**config.mk**
```make
export PLATFORM = sky130hd
export DESIGN_NAME = fspc_top
export DESIGN_NICKNAME = d
export VERILOG_FILES = /design/src/design/fspc_desc_check.v /design/src/design/fspc_top.v
export VERILOG_INCLUDE_DIRS = /design/src /design/src/design
export SDC_FILE = /design/constraint.sdc
export NUM_CORES = 1
export LEC_CHECK = 0
export ABC_AREA = 1
export ABC_CLOCK_PERIOD_IN_PS = 4200
export BUFFER_PORTS_ARGS = -buffer_cell sky130_fd_sc_hd__buf_4
export CORE_AREA = 2 2 343 345
export CTS_CLUSTER_DIAMETER = 80
export DETAILED_ROUTE_END_ITERATION = 6
export DIE_AREA = 0 0 345 347
export PLACE_DENSITY = 0.53
export RECOVER_POWER = 25
export SLEW_MARGIN = 20
export SYNTH_ARGS = -nofsm -noshare
export SYNTH_HDL_FRONTEND = slang
export SYNTH_HIERARCHICAL = 1
export SYNTH_SLANG_ARGS = --single-unit
```
**constraint.sdc**
```tcl
create_clock -name clk_sys_i -period 4.2 [get_ports clk_sys_i]
set_input_delay 0.84 -clock clk_sys_i [delete_from_list [all_inputs] [get_ports clk_sys_i]]
set_output_delay 0.84 -clock clk_sys_i [all_outputs]
set_load 0.02 [all_outputs]
```
**src/design/fspc_defines.vh**
```
// Constants for the fast system call and privilege check block.
// Assumes inclusion by bare name, with this folder on the include path for design and bench files.
`ifndef FSPC_DEFINES_VH
`define FSPC_DEFINES_VH
// Opcodes on op_i
`define FSPC_OP_NONE      4'h0
`define FSPC_OP_ENTRY     4'h1
`define FSPC_OP_RETURN    4'h2
`define FSPC_OP_PRIV      4'h3
`define FSPC_OP_PERF_RD   4'h4
`define FSPC_OP_TS_RD     4'h5
`define FSPC_OP_MSR_WR    4'h6
`define FSPC_OP_MSR_RD    4'h7
`define FSPC_OP_ACC_RT    4'h8
`define FSPC_OP_VER_RD    4'h9
`define FSPC_OP_VER_WR    4'ha
`define FSPC_OP_FAR_CALL  4'hb
`define FSPC_OP_FEAT_ID   4'hc
// Model register select on msr_sel_i
`define FSPC_MSR_SEL_BASE 2'h0
`define FSPC_MSR_SEL_TGT  2'h1
`define FSPC_MSR_SEL_MASK 2'h2
// Selector fields and adds
`define FSPC_ENTRY_CS_HI  47
`define FSPC_ENTRY_CS_LO  32
`define FSPC_RET_CS_HI    63
`define FSPC_RET_CS_LO    48
`define FSPC_SS_ADD       16'h0008
`define FSPC_RET64_CS_ADD 16'h0010
// Control register four bits
`define FSPC_CTRL4_PERF_BIT 4
`define FSPC_CTRL4_TS_BIT   2
// Feature result bit
`define FSPC_FEAT_BIT     11
// Access rights mask on second doubleword
`define FSPC_ACC_MASK     32'h00ffff00
// Canonical width
`define FSPC_VA_BITS      48
// Reset values
`define FSPC_MSR_RST      64'h0000000000000000
`endif

```
**src/design/fspc_desc_check.v**
```verilog
// Descriptor check for access-rights, read and write verify, far call.
// Assumes the descriptor high dword is fetched by the caller.
`timescale 1ns/1ns
`default_nettype none
module fspc_desc_check (
  input  wire [15:0] sel_i,
  input  wire [31:0] desc_hi_i,
  input  wire        in_limit_i,
  input  wire [1:0]  current_privilege_level_i,
  input  wire [1:0]  kind_i,
  output reg         pass_o
);
  // kind_i: 0 access rights, 1 verify read, 2 verify write, 3 far call
  wire       s_bit  = desc_hi_i[12];
  wire [3:0] typ    = desc_hi_i[11:8];
  wire [1:0] desc_lvl = desc_hi_i[14:13];
  wire [1:0] req_lvl  = sel_i[1:0];
  wire       code   = s_bit & typ[3];
  wire       conf   = code & typ[2];
  wire       null_s = (sel_i[15:2] == 14'h0000);
  wire       visible = conf | ((current_privilege_level_i <= desc_lvl) & (req_lvl <= desc_lvl));
  reg        type_ok;
  always @* begin
    type_ok = 1'b0;
    pass_o  = 1'b0;
    case (kind_i)
      2'h0: begin
        // Code, data, local table, call gate, task gate, task state seg
        type_ok = s_bit | (typ == 4'h2) | (typ == 4'h1) | (typ == 4'h3) |
                  (typ == 4'h9) | (typ == 4'hb) | (typ == 4'hc) |
                  (typ == 4'h5) | (typ == 4'h4);
        pass_o  = ~null_s & in_limit_i & type_ok & visible;
      end
      2'h1: begin
        type_ok = s_bit & (~typ[3] | typ[1]);
        pass_o  = ~null_s & in_limit_i & type_ok & visible;
      end
      2'h2: begin
        // Code segments are never writable
        type_ok = s_bit & ~typ[3] & typ[1];
        pass_o  = ~null_s & in_limit_i & type_ok & visible;
      end
      default: begin
        // Gate and task state types only count on system descriptors, never on data
        type_ok = code | (~s_bit & ((typ == 4'hc) | (typ == 4'h5) | (typ == 4'h9) |
                  (typ == 4'hb) | (typ == 4'h1) | (typ == 4'h3) | (typ == 4'h4)));
        pass_o  = ~null_s & in_limit_i & type_ok &
                  (~code | conf | ((desc_lvl == current_privilege_level_i) &
                  (req_lvl <= desc_lvl)));
      end
    endcase
  end
endmodule
`default_nettype wire

```
**src/design/fspc_top.v**
```verilog
// Privilege control: fast system entry/return targets, privileged faults,
// descriptor checks. Assumes one op per cycle, held valid for one cycle.
// What this block does
// - Entry copies entry instruction pointer into return-pointer register.
// - Entry code selector from selector register [47:32]; stack selector plus 8.
// - Entry loads instruction pointer from the long entry target register.
// - Entry saves flags, low 32 bits ANDed with complemented flag mask.
// - Wide return: code selector field [63:48]+16, stack +8, pointer and flags restored.
// - 32-bit return: code selector field, stack +8, low pointer, flags restored.
// - Entry and return are refused in compatibility mode.
// - Feature result bit 11 reads one when entry and return exist.
// - Non-canonical write to entry target register faults.
// - Privileged instructions fault outside level 0.
// - Privileged set covers table loads, register moves, cache, halt, counters.
// - Control register four bits 4 and 2 open counter and time reads.
// - Type, rights and limit checked automatically; alignment only at level 3.
// - Far call target type and nonconforming level checks, else fault.
// - Access-rights op checks null, limit, type and visibility.
// - Access-rights pass writes masked high dword and sets zero flag.
// - Verify ops check null, limit, code or data type, visibility.
// - Verify sets zero flag when visible and readable or writable.
`timescale 1ns/1ns
`default_nettype none
`include "fspc_defines.vh"
module fspc_top (
  input  wire        clk_sys_i,
  input  wire        srst_i,
  input  wire        op_valid_i,
  input  wire [3:0]  op_i,
  input  wire [1:0]  current_privilege_level_i,
  input  wire        compat_mode_i,
  input  wire        wide_operand_prefix_i,
  input  wire        align_check_en_i,
  input  wire [31:0] control_register_four_i,
  input  wire [63:0] rip_i,
  input  wire [63:0] flags_register_wide_i,
  input  wire [63:0] return_pointer_gpr_i,
  input  wire [63:0] saved_flags_gpr_i,
  input  wire [1:0]  msr_sel_i,
  input  wire [63:0] msr_wdata_i,
  input  wire [15:0] sel_i,
  input  wire [31:0] desc_hi_i,
  input  wire        desc_in_limit_i,
  input  wire [31:0] dest_i,
  output reg         done_o,
  output reg         general_protection_fault_o,
  output reg         redirect_o,
  output reg  [63:0] new_rip_o,
  output reg  [15:0] new_cs_o,
  output reg  [15:0] new_ss_o,
  output reg  [1:0]  new_privilege_level_o,
  output reg         new_long_o,
  output reg  [63:0] flags_out_o,
  output reg         flags_we_o,
  output reg  [63:0] return_pointer_gpr_o,
  output reg         return_pointer_we_o,
  output reg  [63:0] saved_flags_gpr_o,
  output reg         saved_flags_we_o,
  output reg  [31:0] dest_o,
  output reg         dest_we_o,
  output reg         zero_flag_o,
  output reg         zero_flag_we_o,
  output reg  [63:0] msr_rdata_o,
  output reg  [31:0] feat_edx_o,
  output reg         align_check_active_o
);
  reg  [63:0] fast_system_entry_selector_base_q;
  reg  [63:0] long_entry_target_q;
  reg  [63:0] entry_flag_mask_q;
  reg  [1:0]  kind;
  wire        desc_pass;
  fspc_desc_check u_check (
    .sel_i      (sel_i),
    .desc_hi_i  (desc_hi_i),
    .in_limit_i (desc_in_limit_i),
    .current_privilege_level_i (current_privilege_level_i),
    .kind_i     (kind),
    .pass_o     (desc_pass)
  );
  always @* begin
    case (op_i)
      `FSPC_OP_ACC_RT: kind = 2'h0;
      `FSPC_OP_VER_RD: kind = 2'h1;
      `FSPC_OP_VER_WR: kind = 2'h2;
      default:         kind = 2'h3;
    endcase
  end
  // Canonical: bits 63 down to the top address bit all equal
  wire [63:0] wd = msr_wdata_i;
  wire canon = (wd[63:`FSPC_VA_BITS-1] == {(65-`FSPC_VA_BITS){1'b0}}) |
               (wd[63:`FSPC_VA_BITS-1] == {(65-`FSPC_VA_BITS){1'b1}});
  wire is_l0    = (current_privilege_level_i == 2'h0);
  wire perf_any = control_register_four_i[`FSPC_CTRL4_PERF_BIT];
  wire ts_any   = control_register_four_i[`FSPC_CTRL4_TS_BIT];
  wire [15:0] entry_cs = fast_system_entry_selector_base_q[`FSPC_ENTRY_CS_HI:`FSPC_ENTRY_CS_LO];
  wire [15:0] ret_cs   = fast_system_entry_selector_base_q[`FSPC_RET_CS_HI:`FSPC_RET_CS_LO];
  reg fault;
  always @* begin
    fault = 1'b0;
    case (op_i)
      `FSPC_OP_ENTRY:    fault = compat_mode_i | (entry_cs[15:2] == 14'h0000);
      `FSPC_OP_RETURN:   fault = compat_mode_i | ~is_l0;
      `FSPC_OP_PRIV:     fault = ~is_l0;
      `FSPC_OP_MSR_RD:   fault = ~is_l0;
      `FSPC_OP_MSR_WR:   fault = ~is_l0 |
                                 ((msr_sel_i == `FSPC_MSR_SEL_TGT) & ~canon);
      `FSPC_OP_PERF_RD:  fault = ~is_l0 & ~perf_any;
      `FSPC_OP_TS_RD:    fault = ~is_l0 & ~ts_any;
      `FSPC_OP_FAR_CALL: fault = ~desc_pass;
      default:           fault = 1'b0;
    endcase
  end
  wire go = op_valid_i & ~srst_i;
  always @(posedge clk_sys_i) begin
    if (srst_i) begin
      fast_system_entry_selector_base_q    <= `FSPC_MSR_RST;
      long_entry_target_q        <= `FSPC_MSR_RST;
      entry_flag_mask_q          <= `FSPC_MSR_RST;
      done_o                     <= 1'b0;
      general_protection_fault_o <= 1'b0;
      redirect_o                 <= 1'b0;
      new_rip_o                  <= 64'h0;
      new_cs_o                   <= 16'h0;
      new_ss_o                   <= 16'h0;
      new_privilege_level_o      <= 2'h0;
      new_long_o                 <= 1'b0;
      flags_out_o                <= 64'h0;
      flags_we_o                 <= 1'b0;
      return_pointer_gpr_o       <= 64'h0;
      return_pointer_we_o        <= 1'b0;
      saved_flags_gpr_o          <= 64'h0;
      saved_flags_we_o           <= 1'b0;
      dest_o                     <= 32'h0;
      dest_we_o                  <= 1'b0;
      zero_flag_o                <= 1'b0;
      zero_flag_we_o             <= 1'b0;
      msr_rdata_o                <= 64'h0;
      feat_edx_o                 <= 32'h0;
      align_check_active_o       <= 1'b0;
    end else begin
      done_o                     <= go;
      general_protection_fault_o <= go & fault;
      redirect_o                 <= 1'b0;
      flags_we_o                 <= 1'b0;
      return_pointer_we_o        <= 1'b0;
      saved_flags_we_o           <= 1'b0;
      dest_we_o                  <= 1'b0;
      zero_flag_we_o             <= 1'b0;
      // Alignment faults are raised elsewhere; only the level gate lives here
      align_check_active_o       <= align_check_en_i & (current_privilege_level_i == 2'h3);
      if (go & ~fault) begin
        case (op_i)
          `FSPC_OP_ENTRY: begin
            return_pointer_gpr_o <= rip_i;
            return_pointer_we_o  <= 1'b1;
            saved_flags_gpr_o    <= flags_register_wide_i;
            saved_flags_we_o     <= 1'b1;
            flags_out_o <= {flags_register_wide_i[63:32],
                            flags_register_wide_i[31:0] & ~entry_flag_mask_q[31:0]};
            flags_we_o  <= 1'b1;
            new_cs_o    <= entry_cs;
            new_ss_o    <= entry_cs + `FSPC_SS_ADD;
            new_rip_o   <= long_entry_target_q;
            new_privilege_level_o <= 2'h0;
            new_long_o  <= 1'b1;
            redirect_o  <= 1'b1;
          end
          `FSPC_OP_RETURN: begin
            new_ss_o    <= ret_cs + `FSPC_SS_ADD;
            flags_out_o <= saved_flags_gpr_i;
            flags_we_o  <= 1'b1;
            new_privilege_level_o <= 2'h3;
            redirect_o  <= 1'b1;
            if (wide_operand_prefix_i) begin
              new_cs_o   <= ret_cs + `FSPC_RET64_CS_ADD;
              new_rip_o  <= return_pointer_gpr_i;
              new_long_o <= 1'b1;
            end else begin
              new_cs_o   <= ret_cs;
              new_rip_o  <= {32'h0, return_pointer_gpr_i[31:0]};
              new_long_o <= 1'b0;
            end
          end
          `FSPC_OP_MSR_WR: begin
            case (msr_sel_i)
              `FSPC_MSR_SEL_BASE: fast_system_entry_selector_base_q <= msr_wdata_i;
              `FSPC_MSR_SEL_TGT:  long_entry_target_q     <= msr_wdata_i;
              `FSPC_MSR_SEL_MASK: entry_flag_mask_q       <= msr_wdata_i;
              default: ;
            endcase
          end
          `FSPC_OP_MSR_RD: begin
            case (msr_sel_i)
              `FSPC_MSR_SEL_BASE: msr_rdata_o <= fast_system_entry_selector_base_q;
              `FSPC_MSR_SEL_TGT:  msr_rdata_o <= long_entry_target_q;
              `FSPC_MSR_SEL_MASK: msr_rdata_o <= entry_flag_mask_q;
              default:            msr_rdata_o <= 64'h0;
            endcase
          end
          `FSPC_OP_FEAT_ID: begin
            feat_edx_o <= 32'h1 << `FSPC_FEAT_BIT;
          end
          `FSPC_OP_ACC_RT: begin
            zero_flag_o    <= desc_pass;
            zero_flag_we_o <= 1'b1;
            dest_we_o      <= desc_pass;
            dest_o         <= desc_pass ? (desc_hi_i & `FSPC_ACC_MASK) : dest_i;
          end
          `FSPC_OP_VER_RD, `FSPC_OP_VER_WR: begin
            zero_flag_o    <= desc_pass;
            zero_flag_we_o <= 1'b1;
          end
          default: ;
        endcase
      end
    end
  end
endmodule
`default_nettype wire

```
# Word level (Yosys, flattened, before mapping)

Cells that the tools add are included.
Widths: inputs -> output; s select.

Register bits after elaboration: 588
Latch bits: 0
Bits in writable memories: 0
ROM bits: 0
Input bits: 447
Output and inout port bits: 429
Word-level logic and storage cells: 154
Memories kept: 0

$add $sub $neg: 3
$mul: 0
Divide/modulo/power cells: 0
$lt $le $gt $ge: 2
Equality and inequality tests: 27
Shifts and indexed selects: 0
Muxes and demuxes: 17
Bitwise gates (word level): 62
Reductions and logical operators: 21

Operators by type and width:

| cell                  | count |
|---|---|
| $pmux 64 s2           | 2 |
| $pmux 64 s3           | 1 |
| $mux 64               | 1 |
| $pmux 16 s2           | 2 |
| $add 16x4->16 const B | 2 |
| $and 32x32->32        | 1 |
| $eq 4x4->1 const B    | 8 |
| $mux 32               | 1 |
| $not 32->32           | 1 |
| $logic_not 14->1      | 2 |
| $and 1x1->1           | 24 |
| $eq 4x3->1 const B    | 6 |
| $or 1x1->1            | 23 |
| $eq 17x17->1 const B  | 1 |
| $logic_not 17->1      | 1 |
| $add 16x5->16 const B | 1 |
| $eq 4x2->1 const B    | 4 |
| $mux 16               | 1 |
| $not 1->1             | 13 |
| $reduce_and 2->1      | 6 |
| $reduce_and 3->1      | 3 |
| $eq 4x1->1 const B    | 2 |
| $pmux 1 s7            | 1 |
| $eq 2x2->1 const B    | 3 |
| 12 further kinds      | 22 |

# Longest topological paths before layout

Gate-level depths: netlist of run 1.

Depth in word-level cells: 18
Mapped depth: 25
Gate-level depth less buffers: 23

# Modules after synthesis

Netlist of run 1, hierarchy kept.

Modules (own cells, without submodules):

| module          | times used | cells an instance | area an instance (um^2) |
|---|---|---|---|
| fspc_top        | 1          | 4239              | 26969.6 |
| fspc_desc_check | 1          | 71                | 351.6 |

# Least setup slack after synthesis of run 1

No wires, ideal clock.

Path type: input to register
Start: in op_i[3]
End: reg long_entry_target_q[53]
Setup time: 0.116 ns
Arrival time: 2.917 ns
Slack: 1.167 ns
Stages on the path: 23
Path buffers: 1
Cell sequence: inv_1 > nor2_2 > nand2_1 > inv_1 > ha_1 > nand4_1 > nand2_1 > nor2_1 > a21oi_2 > nand2_1 > nand2_1 > inv_1 > nand2_1 > nand2_1 > nand3_1 > o21ai_1 > inv_2 > nand2_2 > inv_2 > nand4_2 > o21ai_2 > buf_2 > nor2_1

Longest elaborated chain between the ends: 9

RTL lines:

| element                                  | RTL line             | RTL |
|---|---|---|
| from (decl)                              | fspc_top.v:29        | `input wire [3:0] op_i,` |
| $eq 4x4->1                               | fspc_top.v:81        | `case (op_i)` |
| $pmux 2 s3 (*)                           | fspc_top.v:81        |  |
| named net kind[0]                        | fspc_top.v:70        | `reg [1:0] kind;` |
| $eq 2x2->1, or another cell as far along | --                   |  |
| $pmux 1 s3 (*)                           | fspc_desc_check.v:26 | `case (kind_i)` |
| named net desc_pass                      | fspc_top.v:71        | `wire desc_pass;` |
| $not 1->1 (*)                            | fspc_top.v:109       | `` `FSPC_OP_FAR_CALL: fault = ~desc_pass; `` |
| $pmux 1 s7 (*)                           | fspc_top.v:100       | `case (op_i)` |
| $not 1->1 (*)                            | fspc_top.v:151       | `if (go & ~fault) begin` |
| $and 1x1->1 (*)                          | fspc_top.v:151       |  |
| $reduce_and 3->1 (no source line) (*)    | --                   |  |
| to (signal assigned)                     | fspc_top.v:117       | `` long_entry_target_q <= `FSPC_MSR_RST; `` |
| to (signal assigned)                     | fspc_top.v:187       | `` `FSPC_MSR_SEL_TGT: long_entry_target_q <= msr_wdata_i; `` |
| to (decl)                                | fspc_top.v:68        | `reg [63:0] long_entry_target_q;` |

The timed path passes the listed nets; every way through them passes the cells marked *.
A chain may end at the register's enable or synchronous reset.

# Worst setup path in the final report of run 1

Start: in op_i[3]
End: reg entry_flag_mask_q[36]

Longest elaborated chain between the ends: 9

RTL lines:

| element                                  | RTL line             | RTL |
|---|---|---|
| $eq 4x4->1                               | fspc_top.v:81        |  |
| $pmux 2 s3 (*)                           | fspc_top.v:81        |  |
| named net kind[0]                        | fspc_top.v:70        |  |
| $eq 2x2->1, or another cell as far along | --                   |  |
| $pmux 1 s3 (*)                           | fspc_desc_check.v:26 |  |
| named net desc_pass                      | fspc_top.v:71        |  |
| $not 1->1 (*)                            | fspc_top.v:109       |  |
| $pmux 1 s7 (*)                           | fspc_top.v:100       |  |
| $not 1->1 (*)                            | fspc_top.v:151       |  |
| $and 1x1->1 (*)                          | fspc_top.v:151       |  |
| $reduce_and 3->1 (no source line) (*)    | --                   |  |
| to (signal assigned)                     | fspc_top.v:118       | `` entry_flag_mask_q <= `FSPC_MSR_RST; `` |
| to (signal assigned)                     | fspc_top.v:188       | `` `FSPC_MSR_SEL_MASK: entry_flag_mask_q <= msr_wdata_i; `` |
| to (decl)                                | fspc_top.v:69        | `reg [63:0] entry_flag_mask_q;` |

Marks and branches as above.

==> qor.yml, run 1 <==
outcome: "complete, no violations"
vias_per_cell: 4.28
critPathCaptureType: "flop"
p_sw_mw: 3.42
synth_commonest_cells: "1442 x nand2_1, 921 x nor2_1, 584 x dfxtp_1"
synth_warnings: 6
place_ws_ns: 0.395
drt_wl_total_mm: 113
vias: 28100
relSlewSlack_pct: 21.1
path_delay_family: "simple AND/OR/NAND/NOR gates"
synth-edff-count: 0
routed_wire_length_per_instance_um: 17.3
netlist_area_um2: 27300
finalSetupViolCount: 0
grt_max_degree: 95
syn2layout_area_growth_pct: 32.8
yosysTopAreaCell: "dfxtp_1"
drive_above_1_share_pct: 15.5
peakVddDrop_mv: 0.290
cts_buffers: 77
max_freq_ghz: 0.313
dieHeight_um: 347
finalPower_mw: 13.3
synth_cell_type_count: 37
syn_inst: 4310
crit_top_cell: "nand2_1"
startpoint: "op_i[3]"
worst_ep_arrival_time_ns: 3.72
cp-endpoint: "entry_flag_mask_q[36]"
antenna_found_initial: 16
power.internal_mw: 9.85
globalplace.congestion: 0.857
grt.total_usage_pct: 18.1
ff2ff_setup_slack_ns: 1.47
cpPeakStageDelay_ns: 0.58
die_area_um2: 120000
path_depth: 23
fin_tns_setup_ns: 0
placedCellCount: 6425
crit_buf_inv: 7
slowest_stage: "buf_4"
leakagePower_nw: 18.2
grt_setup_unrepaired: "no"
fin_ws_ns: 1.01
grt_overflow: 0
p_clk_share_pct: 49.1
grt_use_met1_pct: 22.7
fp.coreArea_um2: 116000
io_buffers: 798
synth-seq-cells: 584
finalHoldViolCount: 0
ios: 876
synth.yosys.seq_area_share_pct: 42.8
fin_util_pct: 31.3
num-nets-final: 5436
cts_tree: "yes"
synth_top_area_share_pct: 42.8
hpwl_mm: 81.7
multiInputGateArea_um2: 12400
maxCapViolCount: 0
ctsHoldBuffers: 0
worstReg2RegStart: "fast_system_entry_selector_base_q[37]"
synth_ff_type: "dfxtp_1"
cts-resized-gates: 0
r2r-end: "entry_flag_mask_q[36]"
cp.required_ns: 4.72
start_util_pct: 23.6
worstMarginPinSlew_ns: 1.18
critPathKind: "in -> reg"
finalMaxSlewViolations: 0
crit_path_start_kind: "primary input"
use_met2_pct: 29.8
seqPwrFrac_pct: 42.4
grt_busiest_layer: "met2"
cts_setup_buffers: 0
clock_latency_ns: 0.64
path_cells: "buf_4, inv_1, nor2_2, nand2_1, inv_1, ha_1, nor2_1, a21oi_2, nand2_1, nand2_1, inv_1, nand2_1, nand2_1, nand3_1, o21ai_1, inv_2, nand2_2, inv_2, nand4_1, buf_4, nand2_1, nand2_1, nor2_1"
final_cells: 6558
grt.met3_usage_pct: 4.76
comb_power_share_pct: 8.5
root_buffer: "clkbuf_16"
fin_skew_ns: 0.0257
fin_crit_sh_pct: 76.0
die_w_um: 345
cts.sinks: 584
ant_nets: 0
fin_crit_ns: 3.19
hold_class: "in -> reg"
synthArstFlopShare_pct: 0
crit_path_max_fanout: 64
syn_area_per_cell_um2: 6.34
reg2reg_depth: 13
switching_share_pct: 25.8
final.fill_count: 12900
seq_area_um2: 11700
drtPass1Iterations: 5
cts.path.max_buffers: 3
cts_max_level: 3
clkTransAtPathRegs_ns: 0.06
first_iter_violations: 1736
drc_errors: 0
p_per_area_nw_per_um2: 366
rows: 125
grt_pass1_wl_mm: 166
grt_pass1_vias: 26100
ys_top_cells_by_area: "dfxtp_1 43%, nand2_1 20%, nor2_1 13%"
yosysMostFrequentCell: "nand2_1"
## per-layer routing
metal | part of all wire (%) | wire length [um]
met2 | 47 | 52800
met5 | 0.13 | 147
met3 | 6.6 | 7440
met1 | 44 | 49300
met4 | 3.2 | 3640
## cell usage in the layout, fill, tap and decap left out, drive strengths merged
cell type	Yosys	final
xor2	4	4
o21bai	1	1
inv	514	519
o221ai	64	64
a32o	1	1
buf	171	621
xnor2	6	6
nor4	1	1
a21oi	152	152
nor2	929	929
nor3	10	10
ha	9	9
a31o	1	1
conb	1	31
diode	0	2
or2	5	5
nand2	1446	1446
clkbuf	133	350
nand3	54	54
o21ai	86	86
clkinvlp	0	2
nand4	136	136
dfxtp	584	584
bufinv	0	2
clkinv	0	16
a31oi	2	2
## how the worst min path moves through the flow
stage	from	endpoint	slack, ns	depth (start not counted)
2_1_floorplan	fast_system_entry_selector_base_q[24]	fast_system_entry_selector_base_q[24]	0.44	2
4_1_cts	rip_i[13]	return_pointer_gpr_o[13]	0.35	3
5_1_grt	rip_i[11]	return_pointer_gpr_o[11]	0.37	3
3_3_place_gp	feat_edx_o[11]	feat_edx_o[11]	0.45	2
3_5_place_dp	fast_system_entry_selector_base_q[22]	fast_system_entry_selector_base_q[22]	0.46	2
6_report	rip_i[13]	return_pointer_gpr_o[13]	0.41	3
## worst register-to-register path, stage by stage (launching register included)
cell     delay [ns]
dfxtp_1        0.36
nor2_1         0.11
nand3_1        0.07
nor2_1         0.23
nand2_1        0.26
nand2_1        0.13
nand2_1        0.07
nand2_2        0.13
inv_2          0.14
nand4_1        0.20
buf_4          0.58
nand2_1        0.21
nand2_1        0.10
nor2_1         0.04
## sequential cells by signal (all words and copies together), names as in the netlist
signal / flops
zero_flag_o: 1
zero_flag_we_o: 1
new_long_o: 1
long_entry_target_q: 64
dest_o: 32
return_pointer_gpr_o: 64
dest_we_o: 1
saved_flags_we_o: 1
fast_system_entry_selector_base_q: 64
align_check_active_o: 1
feat_edx_o: 1
done_o: 1
msr_rdata_o: 64
entry_flag_mask_q: 64
new_privilege_level_o: 1
saved_flags_gpr_o: 64
general_protection_fault_o: 1
new_ss_o: 13
new_rip_o: 64
flags_we_o: 1
flags_out_o: 64
new_cs_o: 16
## cell type report
class                           count  share of cell area, %
Clock buffer                      106                   6.14
Multi-Input combinational cell   2938                   34.2
Clock inverter                     25                  0.628
Timing Repair Buffer              865                   16.1
Antenna cell                        2                 0.0138
Tap cell                         1524                   5.26
Inverter                          514                   5.35
Sequential cell                   584                   32.2
## cell families (layout without fill, tap and decap cells)
group	after synthesis	in the layout	share of synthesized area [%]
fa+ha+maj	9	9	0.412
flops	584	584	42.8
other cells	1	33	0.0137
xor+xnor	10	10	0.321
buf+inv	818	1510	12.4
simple gates	2581	2581	37.4
compound gates	307	307	6.65
## power groups by stage
stage	Combinational [mW]	Clock (mW)	Sequential [mW]
3_3_place_gp	1.15	0	5.75
4_1_cts	1.16	6.70	5.63
2_1_floorplan	0.478	0	5.81
3_5_place_dp	1.16	0	5.75
6_report	1.13	6.51	5.63
5_1_grt	1.23	6.91	5.63
## per-stage QoR
stage / area (um2) / hold WS [ns]
floorplan: 27400 / 0.444
global placement: 34700 / 0.451
detailed placement: 34700 / 0.455
CTS: 37200 / 0.351
global route: 36300 / 0.371
finish: 36300 / 0.411
No activity file was read; power rests on OpenSTA's default activity.
==> inputs of run 2 (changes only) <==
--- a/config.mk
+++ b/config.mk
@@ -7,13 +7,13 @@
 export NUM_CORES = 1
 export LEC_CHECK = 0
 export ABC_AREA = 1
-export ABC_CLOCK_PERIOD_IN_PS = 4200
+export ABC_CLOCK_PERIOD_IN_PS = 2850
 export BUFFER_PORTS_ARGS = -buffer_cell sky130_fd_sc_hd__buf_4
 export CORE_AREA = 2 2 343 345
 export CTS_CLUSTER_DIAMETER = 80
 export DETAILED_ROUTE_END_ITERATION = 6
 export DIE_AREA = 0 0 345 347
-export PLACE_DENSITY = 0.53
+export PLACE_DENSITY = 0.55
 export RECOVER_POWER = 25
 export SLEW_MARGIN = 20
 export SYNTH_ARGS = -nofsm -noshare
==> constraint.sdc (replaced) <==
create_clock -name clk_sys_i -period 2.85 [get_ports clk_sys_i]
set_input_delay 0.57 -clock clk_sys_i [delete_from_list [all_inputs] [get_ports clk_sys_i]]
set_output_delay 0.57 -clock clk_sys_i [all_outputs]
set_load 0.02 [all_outputs]
==> run 2 against run 1 <==
  * Global-route usage rose by 0.13 points
  * Combinational power grew 57%
  * Die area unchanged
  * Critical endpoint is now long_entry_target_q[20]
  * Critical path depth is 3 higher
  * The run now ends with max-capacitance violations, max-slew violations left
  * Cell area increased by 2.7%
  * Total power grew 46%
  * Sequential share of layout area down 0.85 points
  * Utilization grew 0.84 points
  * Non-clock buffer count up 100
  * Final cell count rose by 1.4%
  * Largest cell class unchanged
  * Clock skew is 0.0052 ns higher
  * Highest routed layer unchanged
  * First-iteration DRC count up 9.6%
==> qor.yml, run 2 (same netlist as run 1, synthesis figures left out) <==
outcome: "complete, but fails checks"
violations: "max-capacitance violations, max-slew violations"
dieHeight_um: 347
cp.required_ns: 3.42
vias: 28500
fin_tns_setup_ns: 0
first_iter_violations: 1902
drtPass1Iterations: 5
fin_skew_ns: 0.0310
grt_max_degree: 131
antenna_found_initial: 10
die_w_um: 345
p_per_area_nw_per_um2: 521
crit_path_max_fanout: 22
fp.coreArea_um2: 116000
rows: 125
cts.sinks: 584
fin_crit_sh_pct: 91.2
finalSetupViolCount: 0
routed_wire_length_per_instance_um: 17.1
worstMarginPinSlew_ns: 1.85
multiInputGateArea_um2: 12400
max_freq_ghz: 0.385
clock_latency_ns: 0.64
grt_pass1_wl_mm: 168
seq_area_um2: 11700
drt_wl_total_mm: 114
cts_setup_buffers: 0
crit_path_start_kind: "primary input"
drc_errors: 0
fin_ws_ns: 0.251
finalPower_mw: 19.4
ant_nets: 0
ff2ff_setup_slack_ns: 0.46
fin_crit_ns: 2.60
root_buffer: "clkbuf_16"
cts.path.max_buffers: 3
leakagePower_nw: 18.8
grt_overflow: 0
globalplace.congestion: 0.889
worst_ep_arrival_time_ns: 3.17
grt.total_usage_pct: 18.2
cts_buffers: 76
finalInstanceArea_um2: 37300
relSlewSlack_pct: -23.1
final_cells: 6653
drive_above_1_share_pct: 16.9
cts_max_level: 3
clkTransAtPathRegs_ns: 0.06
ios: 876
final_common_cell: "nand2_1"
place_ws_ns: -0.396
grt_setup_unrepaired: "no"
syn2layout_area_growth_pct: 36.4
final_cell_mix: "1440 x nand2_1, 921 x nor2_1, 672 x buf_4"
io_buffers: 798
vias_per_cell: 4.28
maxCapViolCount: 1
finalHoldViolCount: 0
peakVddDrop_mv: 0.381
final.fill_count: 12900
critPathCaptureType: "flop"
grt_pass1_vias: 26900
place_area_um2: 35800
hpwl_mm: 83.5
num-nets-final: 5535
start_util_pct: 23.6
cts_tree: "yes"
critPathKind: "in -> reg"
hold_class: "in -> reg"
ctsHoldBuffers: 0
placedCellCount: 6525
holdWs_ns: 0.153
die_area_um2: 120000
fin_util_pct: 32.2
finalMaxSlewViolations: 129
==> run 2: per-layer routing <==
metal / share of wire, % / global-route usage (%) / wire length (um) / up-vias
met2: 48 / 30.8 / 54000 / 830
met4: 3.0 / 6.35 / 3420 / 14
met3: 7.4 / 5.13 / 8370 / 182
li1: - / - / - / 14500
met1: 42 / 22.2 / 47700 / 12900
met5: 0.090 / 0 / 102 / -
==> run 2: final timing paths <==
kind | from | cells after the start | endpoint
worst max-delay path | op_i[2] | 26 | long_entry_target_q[20]
worst min-delay path | rip_i[25] | 3 | return_pointer_gpr_o[25]
worst max register to register | fast_system_entry_selector_base_q[36] | 13 | fast_system_entry_selector_base_q[19]
worst min register to register | feat_edx_o[11] | 2 | feat_edx_o[11]
==> run 2: power breakdown <==
part           switching (mW)  internal [mW]  leakage (nW)  total, mW
sequential             0.0459           8.25          4.71       8.30
clock                    3.82           5.50          1.15       9.33
combinational            1.06          0.717          12.9       1.77
total                    4.92           14.5          18.8       19.4
==> run 2: what timing repair did <==
action / CTS / global route
endpoints found under the hold margin: 0 / 0
endpoints found under the setup margin: 0 / 5
resized for setup: 0 / 1
==> run 2: area by class of cell <==
type                    instances  share of cell area, %
multi-input cells            2938                   33.3
repair buffers                965                   18.6
flip-flops and latches        584                   31.4
diodes                          2                 0.0134
clock inverters                16                  0.510
clock buffers                 110                   5.80
inverters                     514                   5.21
well taps                    1524                   5.12
==> run 2: critical path, stage by stage <==
cell	delay [ns]
buf_4	0.14
nor2_2	0.14
nand2_1	0.11
inv_1	0.07
ha_1	0.14
nand4_1	0.09
nand2_1	0.07
nor2_1	0.05
a21oi_2	0.11
nand2_1	0.06
nand2_1	0.07
inv_1	0.06
nand2_1	0.06
nand2_1	0.05
nand3_1	0.07
o21ai_1	0.08
inv_2	0.05
nand2_2	0.05
inv_2	0.10
buf_4	0.19
nand4_4	0.16
buf_12	0.24
buf_12	0.18
nand2_1	0.06
nand2_1	0.05
nor2_1	0.12
